==> config.mk <==
export PLATFORM = sky130hd
export DESIGN_NAME = ata_command_decoder
export DESIGN_NICKNAME = d
export VERILOG_FILES = /design/src/design/ata_cmd_pkg.sv /design/src/design/ata_command_decoder.sv
export SDC_FILE = /design/constraint.sdc
export NUM_CORES = 1
export LEC_CHECK = 0
export BUFFER_PORTS_ARGS = -buffer_cell sky130_fd_sc_hd__buf_2
export CORE_MARGIN = 1.5
export CORE_UTILIZATION = 49
export DETAILED_ROUTE_END_ITERATION = 12
export PLACE_DENSITY = 0.81
export SKIP_LAST_GASP = 1
export SYNTH_ARGS = -nofsm -noshare
export SYNTH_HDL_FRONTEND = slang
export SYNTH_SLANG_ARGS = --single-unit
==> constraint.sdc <==
create_clock -name clock -period 6.2 [get_ports clock]
set_clock_uncertainty 0.1 [all_clocks]
set_input_delay 0.93 -clock clock [delete_from_list [all_inputs] [get_ports clock]]
set_output_delay 0.93 -clock clock [all_outputs]
set_load 0.05 [all_outputs]
==> src/design/ata_cmd_pkg.sv <==
// constants shared by the command decoder and its bench
// assumes a single 10 MHz clock domain and a task-file style command port
package ata_cmd_pkg;
  // ===========================================================
  // opcodes
  localparam logic [7:0] OP_SET_MAX      = 8'hF9;
  localparam logic [7:0] OP_SET_MAX_EXT  = 8'h37;
  localparam logic [7:0] OP_SET_FEATURE  = 8'hEF;
  localparam logic [7:0] OP_SET_MULT     = 8'hC6;
  localparam logic [7:0] OP_SLEEP_A      = 8'h99;
  localparam logic [7:0] OP_SLEEP_B      = 8'hE6;
  localparam logic [7:0] OP_HEALTH       = 8'hB0;
  localparam logic [7:0] OP_STANDBY      = 8'hE2;
  localparam logic [7:0] OP_STANDBY_IMM  = 8'hE0;
  localparam logic [7:0] OP_WRITE_BUF    = 8'hE8;
  localparam logic [7:0] OP_WR_DMA_A     = 8'hCA;
  localparam logic [7:0] OP_WR_DMA_B     = 8'hCB;
  localparam logic [7:0] OP_WR_DMA_EXT   = 8'h35;
  localparam logic [7:0] OP_WR_MULT      = 8'hC5;
  localparam logic [7:0] OP_WR_MULT_EXT  = 8'h39;
  localparam logic [7:0] OP_WR_SECT      = 8'h30;
  localparam logic [7:0] OP_WR_SECT_EXT  = 8'h34;
  localparam logic [7:0] OP_WR_NO_ERASE  = 8'h38;
  localparam logic [7:0] OP_WR_VERIFY    = 8'h3C;
  // ===========================================================
  // health-monitoring feature values
  localparam logic [7:0] HF_READ_DATA    = 8'hD0;
  localparam logic [7:0] HF_AUTOSAVE     = 8'hD2;
  localparam logic [7:0] HF_OFFLINE      = 8'hD4;
  localparam logic [7:0] HF_READ_LOG     = 8'hD5;
  localparam logic [7:0] HF_ENABLE       = 8'hD8;
  localparam logic [7:0] HF_DISABLE      = 8'hD9;
  localparam logic [7:0] HF_STATUS       = 8'hDA;
  // ===========================================================
  // reset values, identify word positions and zero-count sector totals
  localparam logic [7:0]  MULT_RESET     = 8'h01;
  localparam logic [47:0] MAX_LBA_RESET  = 48'hFFFF_FFFF_FFFF;
  localparam int          ID_WORD_LO     = 60;
  localparam int          ID_WORD_HI     = 61;
  localparam logic [16:0] CNT_SHORT_ZERO = 17'h00100;
  localparam logic [16:0] CNT_LONG_ZERO  = 17'h10000;
  // ===========================================================
  // controller states
  typedef enum logic [2:0] {
    ST_IDLE  = 3'b000,
    ST_BUSY  = 3'b001,
    ST_XFER  = 3'b010,
    ST_VERIF = 3'b011,
    ST_DONE  = 3'b100
  } state_t;
  // power modes reported on power_mode
  typedef enum logic [1:0] {
    PM_ACTIVE  = 2'b00,
    PM_STANDBY = 2'b01,
    PM_SLEEP   = 2'b10
  } power_t;
endpackage

==> src/design/ata_command_decoder.sv <==
// command decode and execution control for the write half of the command set
// assumes the host holds opcode/feature/count/lba stable while cmd_valid
// Contract
// - reject accesses beyond limit; report limit
// - extended max-address opcode, same enforcement
// - latch feature parameters for later use
// - store block count for multiple commands
// - sleep: busy, enter sleep, clear, interrupt
// - return health data or log data
// - report reliability status
// - enable or disable attribute autosave
// - start offline collection or self-test
// - enable monitoring; off until enabled
// - disable monitoring and attribute autosave
// - abort monitoring commands while disabled
// - standby: busy, enter standby, interrupt
// - write buffer overwritten by host data
// - dma write 1..256, zero means 256
// - extended dma write, zero means 65536
// - multiple writes interrupt per block
// - pio write 1..256, zero means 256
// - extended pio write, zero means 65536
// - write without erase, 1..256 sectors
// - write verify checks before completion
`timescale 1ns/1ns
module ata_command_decoder
  import ata_cmd_pkg::*;
#(
  parameter int DW = 16
) (
  input  wire logic          clock,
  input  wire logic          rst,
  // ===== command port
  input  wire logic          cmd_valid,
  output logic               cmd_ready,
  input  wire logic [7:0]    cmd_opcode,
  input  wire logic [7:0]    cmd_feature,
  input  wire logic [15:0]   cmd_count,
  input  wire logic [47:0]   cmd_lba,
  // ===== host write data
  input  wire logic          wdata_valid,
  output logic               wdata_ready,
  input  wire logic [DW-1:0] wdata,
  input  wire logic          wdata_last,
  // ===== media side write data
  output logic               mdata_valid,
  input  wire logic          mdata_ready,
  output logic [DW-1:0]      mdata,
  output logic               mdata_last,
  output logic               mdata_to_buffer,
  input  wire logic          verify_ok,
  // ===== status
  output logic               busy_flag,
  output logic               intrq,
  output logic               abort_error,
  output logic               id_not_found_error,
  output logic [1:0]         power_mode,
  output logic [7:0]         feature_param,
  output logic [7:0]         block_size,
  output logic [47:0]        max_lba,
  output logic [15:0]        ident_word60,
  output logic [15:0]        ident_word61,
  output logic               health_enabled,
  output logic               autosave_enabled,
  output logic               offline_start,
  output logic [2:0]         health_reply,
  output logic               dma_mode,
  output logic [16:0]        xfer_sectors
);
  // ===========================================================
  // opcode decode
  wire is_set_max  = cmd_opcode == OP_SET_MAX
                  || cmd_opcode == OP_SET_MAX_EXT;
  wire is_sleep    = cmd_opcode == OP_SLEEP_A || cmd_opcode == OP_SLEEP_B;
  wire is_standby  = cmd_opcode == OP_STANDBY
                  || cmd_opcode == OP_STANDBY_IMM;
  wire is_dma_s    = cmd_opcode == OP_WR_DMA_A || cmd_opcode == OP_WR_DMA_B;
  wire is_mult     = cmd_opcode == OP_WR_MULT
                  || cmd_opcode == OP_WR_MULT_EXT;
  wire is_long     = cmd_opcode == OP_WR_DMA_EXT
                  || cmd_opcode == OP_WR_SECT_EXT
                  || cmd_opcode == OP_WR_MULT_EXT;
  wire is_write    = is_dma_s || is_mult || is_long
                  || cmd_opcode == OP_WR_SECT
                  || cmd_opcode == OP_WR_NO_ERASE
                  || cmd_opcode == OP_WR_VERIFY;
  wire is_buf      = cmd_opcode == OP_WRITE_BUF;
  wire is_health   = cmd_opcode == OP_HEALTH;
  wire is_known    = is_set_max || is_sleep || is_standby || is_write
                  || is_buf || is_health
                  || cmd_opcode == OP_SET_FEATURE
                  || cmd_opcode == OP_SET_MULT;
  // feature decode for the monitoring family
  wire hf_known    = cmd_feature == HF_READ_DATA
                  || cmd_feature == HF_AUTOSAVE
                  || cmd_feature == HF_OFFLINE
                  || cmd_feature == HF_READ_LOG
                  || cmd_feature == HF_ENABLE
                  || cmd_feature == HF_DISABLE
                  || cmd_feature == HF_STATUS;
  // while disabled only the enable sub-command survives
  wire hf_abort    = !hf_known
                  || (!health_enabled && cmd_feature != HF_ENABLE);
  // ===========================================================
  // sector count: zero means full range
  wire [16:0] cnt_short = (cmd_count[7:0] == 8'h00) ? CNT_SHORT_ZERO
                        : {9'h000, cmd_count[7:0]};
  wire [16:0] cnt_long  = (cmd_count == 16'h0000) ? CNT_LONG_ZERO
                        : {1'b0, cmd_count};
  wire [16:0] cnt_sel   = is_long ? cnt_long : cnt_short;
  // last sector addressed must lie within the limit
  wire [48:0] lba_end   = {1'b0, cmd_lba} + {32'h0000_0000, cnt_sel}
                        - 49'h0_0000_0000_0001;
  wire        out_range = lba_end > {1'b0, max_lba};
  // ===========================================================
  // state registers
  state_t      state_r, state_nxt;
  logic [16:0] left_r;          // sectors still to move
  logic [7:0]  blk_left_r;      // sectors until next block interrupt
  logic        mult_r;          // current command is a multiple write
  logic        verify_r;        // current command verifies each sector
  logic        buf_r;           // current command targets sector buffer
  logic        accept;
  assign cmd_ready = state_r == ST_IDLE;
  assign accept    = cmd_valid && cmd_ready;
  assign busy_flag = state_r != ST_IDLE;
  assign ident_word60 = max_lba[15:0];
  assign ident_word61 = max_lba[31:16];
  // ===========================================================
  // two-entry skid buffer toward the media side
  logic [DW-1:0] sk_d [2];
  logic          sk_l [2];
  logic [1:0]    sk_n;
  logic          sk_in, sk_out, xfer_on;
  assign xfer_on     = state_r == ST_XFER;
  assign wdata_ready = xfer_on && sk_n != 2'd2;
  assign sk_in       = wdata_valid && wdata_ready;
  assign mdata_valid = sk_n != 2'd0;
  assign mdata       = sk_d[0];
  assign mdata_last  = sk_l[0];
  assign sk_out      = mdata_valid && mdata_ready;
  // fill and drain; entry 0 is always the head
  always_ff @(posedge clock) begin
    if (rst) begin
      sk_n <= 2'd0;
    end else begin
      sk_n <= sk_n + {1'b0, sk_in} - {1'b0, sk_out};
    end
  end
  // data shifts toward the head when it leaves
  always_ff @(posedge clock) begin
    if (sk_out) begin
      sk_d[0] <= (sk_n == 2'd2) ? sk_d[1] : wdata;
      sk_l[0] <= (sk_n == 2'd2) ? sk_l[1] : wdata_last;
    end else if (sk_in && sk_n == 2'd0) begin
      sk_d[0] <= wdata;
      sk_l[0] <= wdata_last;
    end
    if (sk_in && (sk_n == 2'd2 || (sk_n == 2'd1 && !sk_out))) begin
      sk_d[1] <= wdata;
      sk_l[1] <= wdata_last;
    end
  end
  // a sector ends when its last word reaches the media side
  wire sect_done = sk_out && sk_l[0];
  // ===========================================================
  // next state
  always_comb begin
    state_nxt = state_r;
    unique case (state_r)
      ST_IDLE:  if (accept) begin
        if (!is_known || (is_health && hf_abort)) begin
          state_nxt = ST_DONE;
        end else if (is_write && out_range) begin
          state_nxt = ST_DONE;
        end else if (is_write || is_buf) begin
          state_nxt = ST_XFER;
        end else begin
          state_nxt = ST_BUSY;
        end
      end
      ST_BUSY:  state_nxt = ST_DONE;
      ST_XFER:  if (sect_done) begin
        state_nxt = verify_r ? ST_VERIF
                  : (left_r == 17'h00001 ? ST_DONE : ST_XFER);
      end
      ST_VERIF: state_nxt = (left_r == 17'h00000 || !verify_ok)
                  ? ST_DONE : ST_XFER;
      ST_DONE:  state_nxt = ST_IDLE;
      default:  state_nxt = ST_IDLE;
    endcase
  end
  // ===========================================================
  // command execution and status
  always_ff @(posedge clock) begin
    if (rst) begin
      state_r            <= ST_IDLE;
      left_r             <= 17'h00000;
      blk_left_r         <= 8'h00;
      mult_r             <= 1'b0;
      verify_r           <= 1'b0;
      buf_r              <= 1'b0;
      intrq              <= 1'b0;
      abort_error        <= 1'b0;
      id_not_found_error <= 1'b0;
      power_mode         <= PM_ACTIVE;
      feature_param      <= 8'h00;
      block_size         <= MULT_RESET;
      max_lba            <= MAX_LBA_RESET;
      health_enabled     <= 1'b0;
      autosave_enabled   <= 1'b0;
      offline_start      <= 1'b0;
      health_reply       <= 3'b000;
      dma_mode           <= 1'b0;
      xfer_sectors       <= 17'h00000;
      mdata_to_buffer    <= 1'b0;
    end else begin
      state_r       <= state_nxt;
      intrq         <= 1'b0;
      offline_start <= 1'b0;
      health_reply  <= 3'b000;
      if (accept) begin
        abort_error        <= !is_known || (is_health && hf_abort);
        id_not_found_error <= is_write && out_range && is_known;
        power_mode         <= PM_ACTIVE;
        mult_r             <= is_mult;
        verify_r           <= cmd_opcode == OP_WR_VERIFY;
        buf_r              <= is_buf;
        mdata_to_buffer    <= is_buf;
        dma_mode           <= is_dma_s || cmd_opcode == OP_WR_DMA_EXT;
        left_r             <= is_buf ? 17'h00001 : cnt_sel;
        xfer_sectors       <= is_buf ? 17'h00001 : cnt_sel;
        blk_left_r         <= block_size;
        if (is_set_max) begin
          max_lba <= cmd_lba;
        end
        if (cmd_opcode == OP_SET_FEATURE) begin
          feature_param <= cmd_feature;
        end
        if (cmd_opcode == OP_SET_MULT) begin
          block_size <= cmd_count[7:0];
        end
        if (is_sleep) begin
          power_mode <= PM_SLEEP;
        end
        if (is_standby) begin
          power_mode <= PM_STANDBY;
        end
        if (is_health && !hf_abort) begin
          unique case (cmd_feature)
            HF_READ_DATA: health_reply <= 3'b001;
            HF_READ_LOG:  health_reply <= 3'b010;
            HF_STATUS:    health_reply <= 3'b100;
            HF_AUTOSAVE:  autosave_enabled <= cmd_count[7:0] != 8'h00;
            HF_OFFLINE:   offline_start <= 1'b1;
            HF_ENABLE:    health_enabled <= 1'b1;
            HF_DISABLE: begin
              health_enabled   <= 1'b0;
              autosave_enabled <= 1'b0;
            end
            default:      health_reply <= 3'b000;
          endcase
        end
      end
      // per-sector bookkeeping
      if (xfer_on && sect_done) begin
        left_r <= left_r - 17'h00001;
        if (mult_r) begin
          // interrupt per block, not per sector
          if (blk_left_r == 8'h01 && left_r != 17'h00001) begin
            intrq      <= 1'b1;
            blk_left_r <= block_size;
          end else begin
            blk_left_r <= blk_left_r - 8'h01;
          end
        end
      end
      // a failed compare ends the command with an abort
      if (state_r == ST_VERIF && !verify_ok) begin
        abort_error <= 1'b1;
      end
      // completion interrupt, also for aborts
      if (state_r == ST_DONE) begin
        intrq <= 1'b1;
      end
    end
  end
  // buf_r is only tied to unused_buf; no completion logic reads it
  wire unused_buf = buf_r;
endmodule

---- Word-level counts from Yosys, hierarchy flattened ----
Memories as Yosys holds them, arrays and structs flattened.
Index checks and enable logic that the tools add are counted.
storage, ports and cells
  output and inout port bits .............. 147
  flip-flop bits (word level) ............. 126
  logic and storage cells ................. 194
  bits in writable memories ............... 34
  memories ................................ 2
operators by class
  reductions and logical operators ........ 74
  bitwise gates (word level) .............. 4
  equality and inequality tests ........... 39
  $lt $le $gt $ge ......................... 1
  add/subtract/negate cells ............... 6
  multiplexer cells ....................... 48
memories
  name  depth  bits a word  rd ports  clocked after Yosys merged registers in  write ports  RTL line                    RTL
  sk_d  2      16           2         0                                        1            ata_command_decoder.sv:131  logic [DW-1:0] sk_d [2];
  sk_l  2      1            2         0                                        1            ata_command_decoder.sv:132  logic sk_l [2];
operators with widths
  operator                                                              number
  8-bit == test, second input constant                                  19
  17-bit 2-to-1 mux                                                     5
  8-bit by 6-bit == test with 1-bit output, second input constant       7
  48-bit by 17-bit adder with 49-bit output                             1
  49-bit by 48-bit greater-than comparator with 1-bit output            1
  49-bit by 1-bit subtractor with 49-bit output, second input constant  1
  16-bit 2-to-1 mux                                                     3
  8-bit 2-to-1 mux                                                      4
  1-bit logical OR                                                      31
  1-bit 2-to-1 mux                                                      21
  3-bit 2-to-1 mux                                                      7
  17-bit by 1-bit == test with 1-bit output, second input constant      1
  17-bit zero test                                                      1
  17-bit by 1-bit != test with 1-bit output, second input constant      1
  17-bit by 1-bit subtractor with 17-bit output, second input constant  1
  1-bit logical AND                                                     16
  16-bit zero test                                                      1
  16-bit OR reduction                                                   1
  3-bit one-hot mux with 4 select lines                                 1
  2-bit nonzero test                                                    5
  9-bit 2-to-1 mux                                                      1
  3-bit one-hot mux with 3 select lines                                 1
  8-bit by 1-bit == test with 1-bit output, second input constant       1
  8-bit zero test                                                       1
  other kinds (24)                                                      40

---- Depth between registers and ports, before layout ----
  depth after elaboration ................. 17
  mapped depth ............................ 26
  depth with buffers taken out ............ 25

---- Worst setup path after synthesis ----
OpenSTA, ideal clock, no wires.
  path kind ............................... input-to-reg
  from .................................... input cmd_opcode[0]
  to ...................................... register id_not_found_error
  library setup time ...................... 133 ps
  path buffers ............................ 3
  path slack .............................. 14 ps
  data arrival time ....................... 5953 ps
  stages .................................. 26
  required time ........................... 5967 ps
  cells stage by stage .................... clkbuf_1 > a21oi_1 > nor3b_1 > clkbuf_1 > nand2_1 > ha_1 > inv_1 > ha_1 > buf_2 > a21oi_1 > o211ai_1 > a221oi_2 > o21a_1 > o41ai_4 > a21oi_2 > nor3_1 > a311o_1 > ha_1 > nand4_1 > nor4bb_1 > and2_1 > a22oi_1 > o311ai_0 > a31oi_1 > nor3_2 > a211oi_2
on the way
  cells in the longest elaborated chain, start to end .. 13
ends and longest elaborated chain
  element                                                                             RTL line                    RTL
  start, declared                                                                     ata_command_decoder.sv:36   input wire logic [7:0] cmd_opcode,
  branches (longest 12 deep; another with 48-bit by 17-bit adder with 49-bit output)  -
  1-bit logical AND (*)                                                               ata_command_decoder.sv:224  id_not_found_error <= is_write && out_range && is_known;
  end signal, assigned                                                                ata_command_decoder.sv:224
  end, declared                                                                       ata_command_decoder.sv:56   output logic id_not_found_error,
Every way passes the cells marked *.
A chain may end at the register's enable or synchronous reset.

---- Final worst setup path ----
  from .................................... input cmd_opcode[6]
  to ...................................... register state_r[2]
on the way
  cells in the longest elaborated chain, start to end .. 17
ends and longest elaborated chain
  element                                                                             RTL line                    RTL
  branches (longest 14 deep; another with 48-bit by 17-bit adder with 49-bit output)  -
  3-bit 2-to-1 mux (*)                                                                ata_command_decoder.sv:172  if (!is_known || (is_health && hf_abort)) begin
  3-bit 2-to-1 mux (*)                                                                ata_command_decoder.sv:171  ST_IDLE: if (accept) begin
  3-bit one-hot mux with 4 select lines (*)                                           ata_command_decoder.sv:170  unique case (state_r)
  end signal, assigned                                                                ata_command_decoder.sv:218  state_r <= state_nxt;
  end, declared                                                                       ata_command_decoder.sv:117  state_t state_r, state_nxt;
Every way passes the cells marked *. The select of a mux whose other input is x is not followed.

==> qor.yml <==
globalplace.congestion: 0.918
vdd_drop_max_v: 0.000174
avgSynthCellArea_um2: 8.19
drc: 0
critical_path.max_fanout: 11
finalWirelength_mm: 32.1
synth-seq-cells: 160
seq_area_frac_synth: 0.305
maxCapViolations: 0
yosys-top-cells-area: "dfxtp_1 (22%), ha_1 (13%), edfxtp_1 (8.8%)"
finalSetupTns_ns: 0
grt_max_degree: 97
yosysTopAreaCellShare: 0.217
clkTransAtPathRegs_ns: 0.08
postCtsHoldBufs: 0
dieArea_mm2: 0.0246
drtPass1Iterations: 7
numCtsBuffers: 17
synth_cells: 1418
clk_latency_ns: 0.44
synth_top_cell_by_area: "dfxtp_1"
cp-end-kind: "register"
start_util: 0.497
worstPathRequired_ns: 6.44
cellPowerDensity_mw_per_mm2: 214
core_mm2: 0.0233
die_h_um: 157
pin_count: 250
grt_use_total: 0.255
synthesis.area_mm2: 0.0116
grt_pass1_wl_mm: 49.7
fmax_ghz: 0.171
clk_path_buf_depth: 2
slowest_stage: "o31ai_2"
port_buffers: 249
final_area_mm2: 0.0138
report.final.setup_viol: 0
ys_warn_count: 0
status: "completed"
maxSlewViolCount: 0
first_global_vias: 10100
regArea_mm2: 0.00354
worst_ep_arrival_time_ns: 6.09
hold_class: "register to register"
fp.dieW_um: 157
r2r_cells: 6
synthDistinctLibCells: 90
vias: 11100
max_slew_margin: 0.169
max_stage_delay_ns: 0.34
final_common_cell: "buf_2"
period_minus_slack_ns: 5.85
dp_cells: 1941
multi_input_area_mm2: 0.00691
finalCritPeriodShare: 0.943
leakagePower_nw: 6.51
synthesis.nets: 1640
wire_per_inst_um: 16.2
clockRootBuffer: "clkbuf_16"
critPathKind: "input pin to register"
crit_buf_inv: 5
reg2reg_slack_ns: 3.06
hold_depth: 2
whs_ns: 0.355
final-hold-violation-count: 0
antenna_left: 0
syn2layout_area_growth_pct: 18.5
worstMarginPinSlew_ns: 1.23
async_flop_share: 0
synth_edf_count: 34
synth_flop_cell: "dfxtp_1"
critPathLaunchType: "input pin"
crit_cells: 25
finalNonFillerCells: 1975
htreeDepth: 4
vias_per_cell: 5.62
critPathTopFamily: "compound AO/OA/AOI/OAI gates"
final_nets: 1864
drtIter0Drc: 834
cts_sinks: 160
dpl-instance-area_mm2: 0.0131
antenna_found_initial: 1
fin_util: 0.590
grt-ovfl-total: 0
n_fill_cell: 2096
cts_tree: "done"
layout-drive-gt1-share: 0.235
layout_common_cells: "buf_2 (248), inv_1 (167), nor2_1 (152), dfxtp_1 (126), ha_1 (118)"
hpwl_mm: 25.1
rows: 56
tightest hold or removal path, delay by kind of cell, from the launching register on:
kind | cells | cell delay [ns]
flops | 1 | 0.31
compound gates | 1 | 0.05
simple gates | 1 | 0.05
where the power goes:
part | switching (W) | internal (W)
Sequential | 0.0000184 | 0.00108
Combinational | 0.000441 | 0.000295
Clock | 0.000555 | 0.000558
final cells by class:
type | count | share of cell area
clock buffers | 17 | 0.0309
inverters | 167 | 0.0456
multi-input cells | 994 | 0.502
flip-flops and latches | 160 | 0.258
well taps | 319 | 0.0290
repair buffers | 302 | 0.120
diodes | 1 | 0.000182
clock inverters | 15 | 0.0152
cell families after synthesis:
| group | share of synthesized area |
|---|---|
| XOR/XNOR | 0.0317 |
| AO/OA/AOI/OAI | 0.208 |
| AND/OR/NAND/NOR | 0.192 |
| buffers and inverters | 0.103 |
| flip-flops | 0.305 |
| adder cells (fa/ha/maj) | 0.130 |
| multiplexers | 0.0306 |
state kept, by name, indices dropped and copies added (netlist names):
register and flops:
offline_start 1, intrq 1, state_r 3, left_r 17, verify_r 1, blk_left_r 8, dma_mode 1, feature_param 8
sk_d 32, power_mode 2, mdata_to_buffer 1, health_reply 3, abort_error 1, block_size 8, sk_l 2, mult_r 1
autosave_enabled 1, max_lba 48, health_enabled 1, xfer_sectors 17, id_not_found_error 1, sk_n 2
cells in the mapped netlist, types with 8 or more instances:
master and instances:
a31oi_1 13, inv_1 167, nand4_1 18, a211o_1 54
mux2i_1 13, nor3_1 34, o211ai_1 9, o21bai_1 17
dfxtp_1 126, nand2b_1 12, xor2_1 15, nor4_1 11
a21o_1 22, clkbuf_1 31, o21a_1 11, ha_1 118
a21oi_1 108, xnor2_1 27, nand3_1 38, and2_1 9
buf_2 15, buf_4 48, mux2_2 20, a211oi_1 18
and3_1 10, o21ai_0 35, nor2b_1 14, nor2_1 152
edfxtp_1 34, or3_1 8, nand2_1 106
what timing repair did:
action,4_1_cts,5_1_grt
endpoints found under the setup margin,0,3
setup buffers,0,1
resized for setup,0,4
final timing paths:
kind / start / to
worst max-delay path: cmd_opcode[6] / state_r[2]$_SDFFE_PP0P_
worst min-delay path: xfer_sectors[13]$_SDFFE_PP0P_ / xfer_sectors[13]$_SDFFE_PP0P_
worst max register to register: state_r[0]$_SDFFE_PP0P_ / block_size[1]$_SDFFE_PP0P_
worst min register to register: xfer_sectors[13]$_SDFFE_PP0P_ / xfer_sectors[13]$_SDFFE_PP0P_
stage by stage:
stage	power, W	setup slack [ns]
after floorplan	0.00163	0.0138
after global placement	0.00183	-0.0669
after detailed placement	0.00184	-0.167
after CTS	0.00296	0.267
after global routing	0.00308	-0.0775
final	0.00295	0.353
layer usage:
metal | global-route usage | vias up | part of all wire
met5 | 0 | - | 0
met4 | 0.0921 | 0 | 0.028
met3 | 0.0509 | 64 | 0.074
met2 | 0.429 | 448 | 0.47
met1 | 0.323 | 5152 | 0.42
li1 | - | 5437 | -
(Power assumes the default switching activity.)
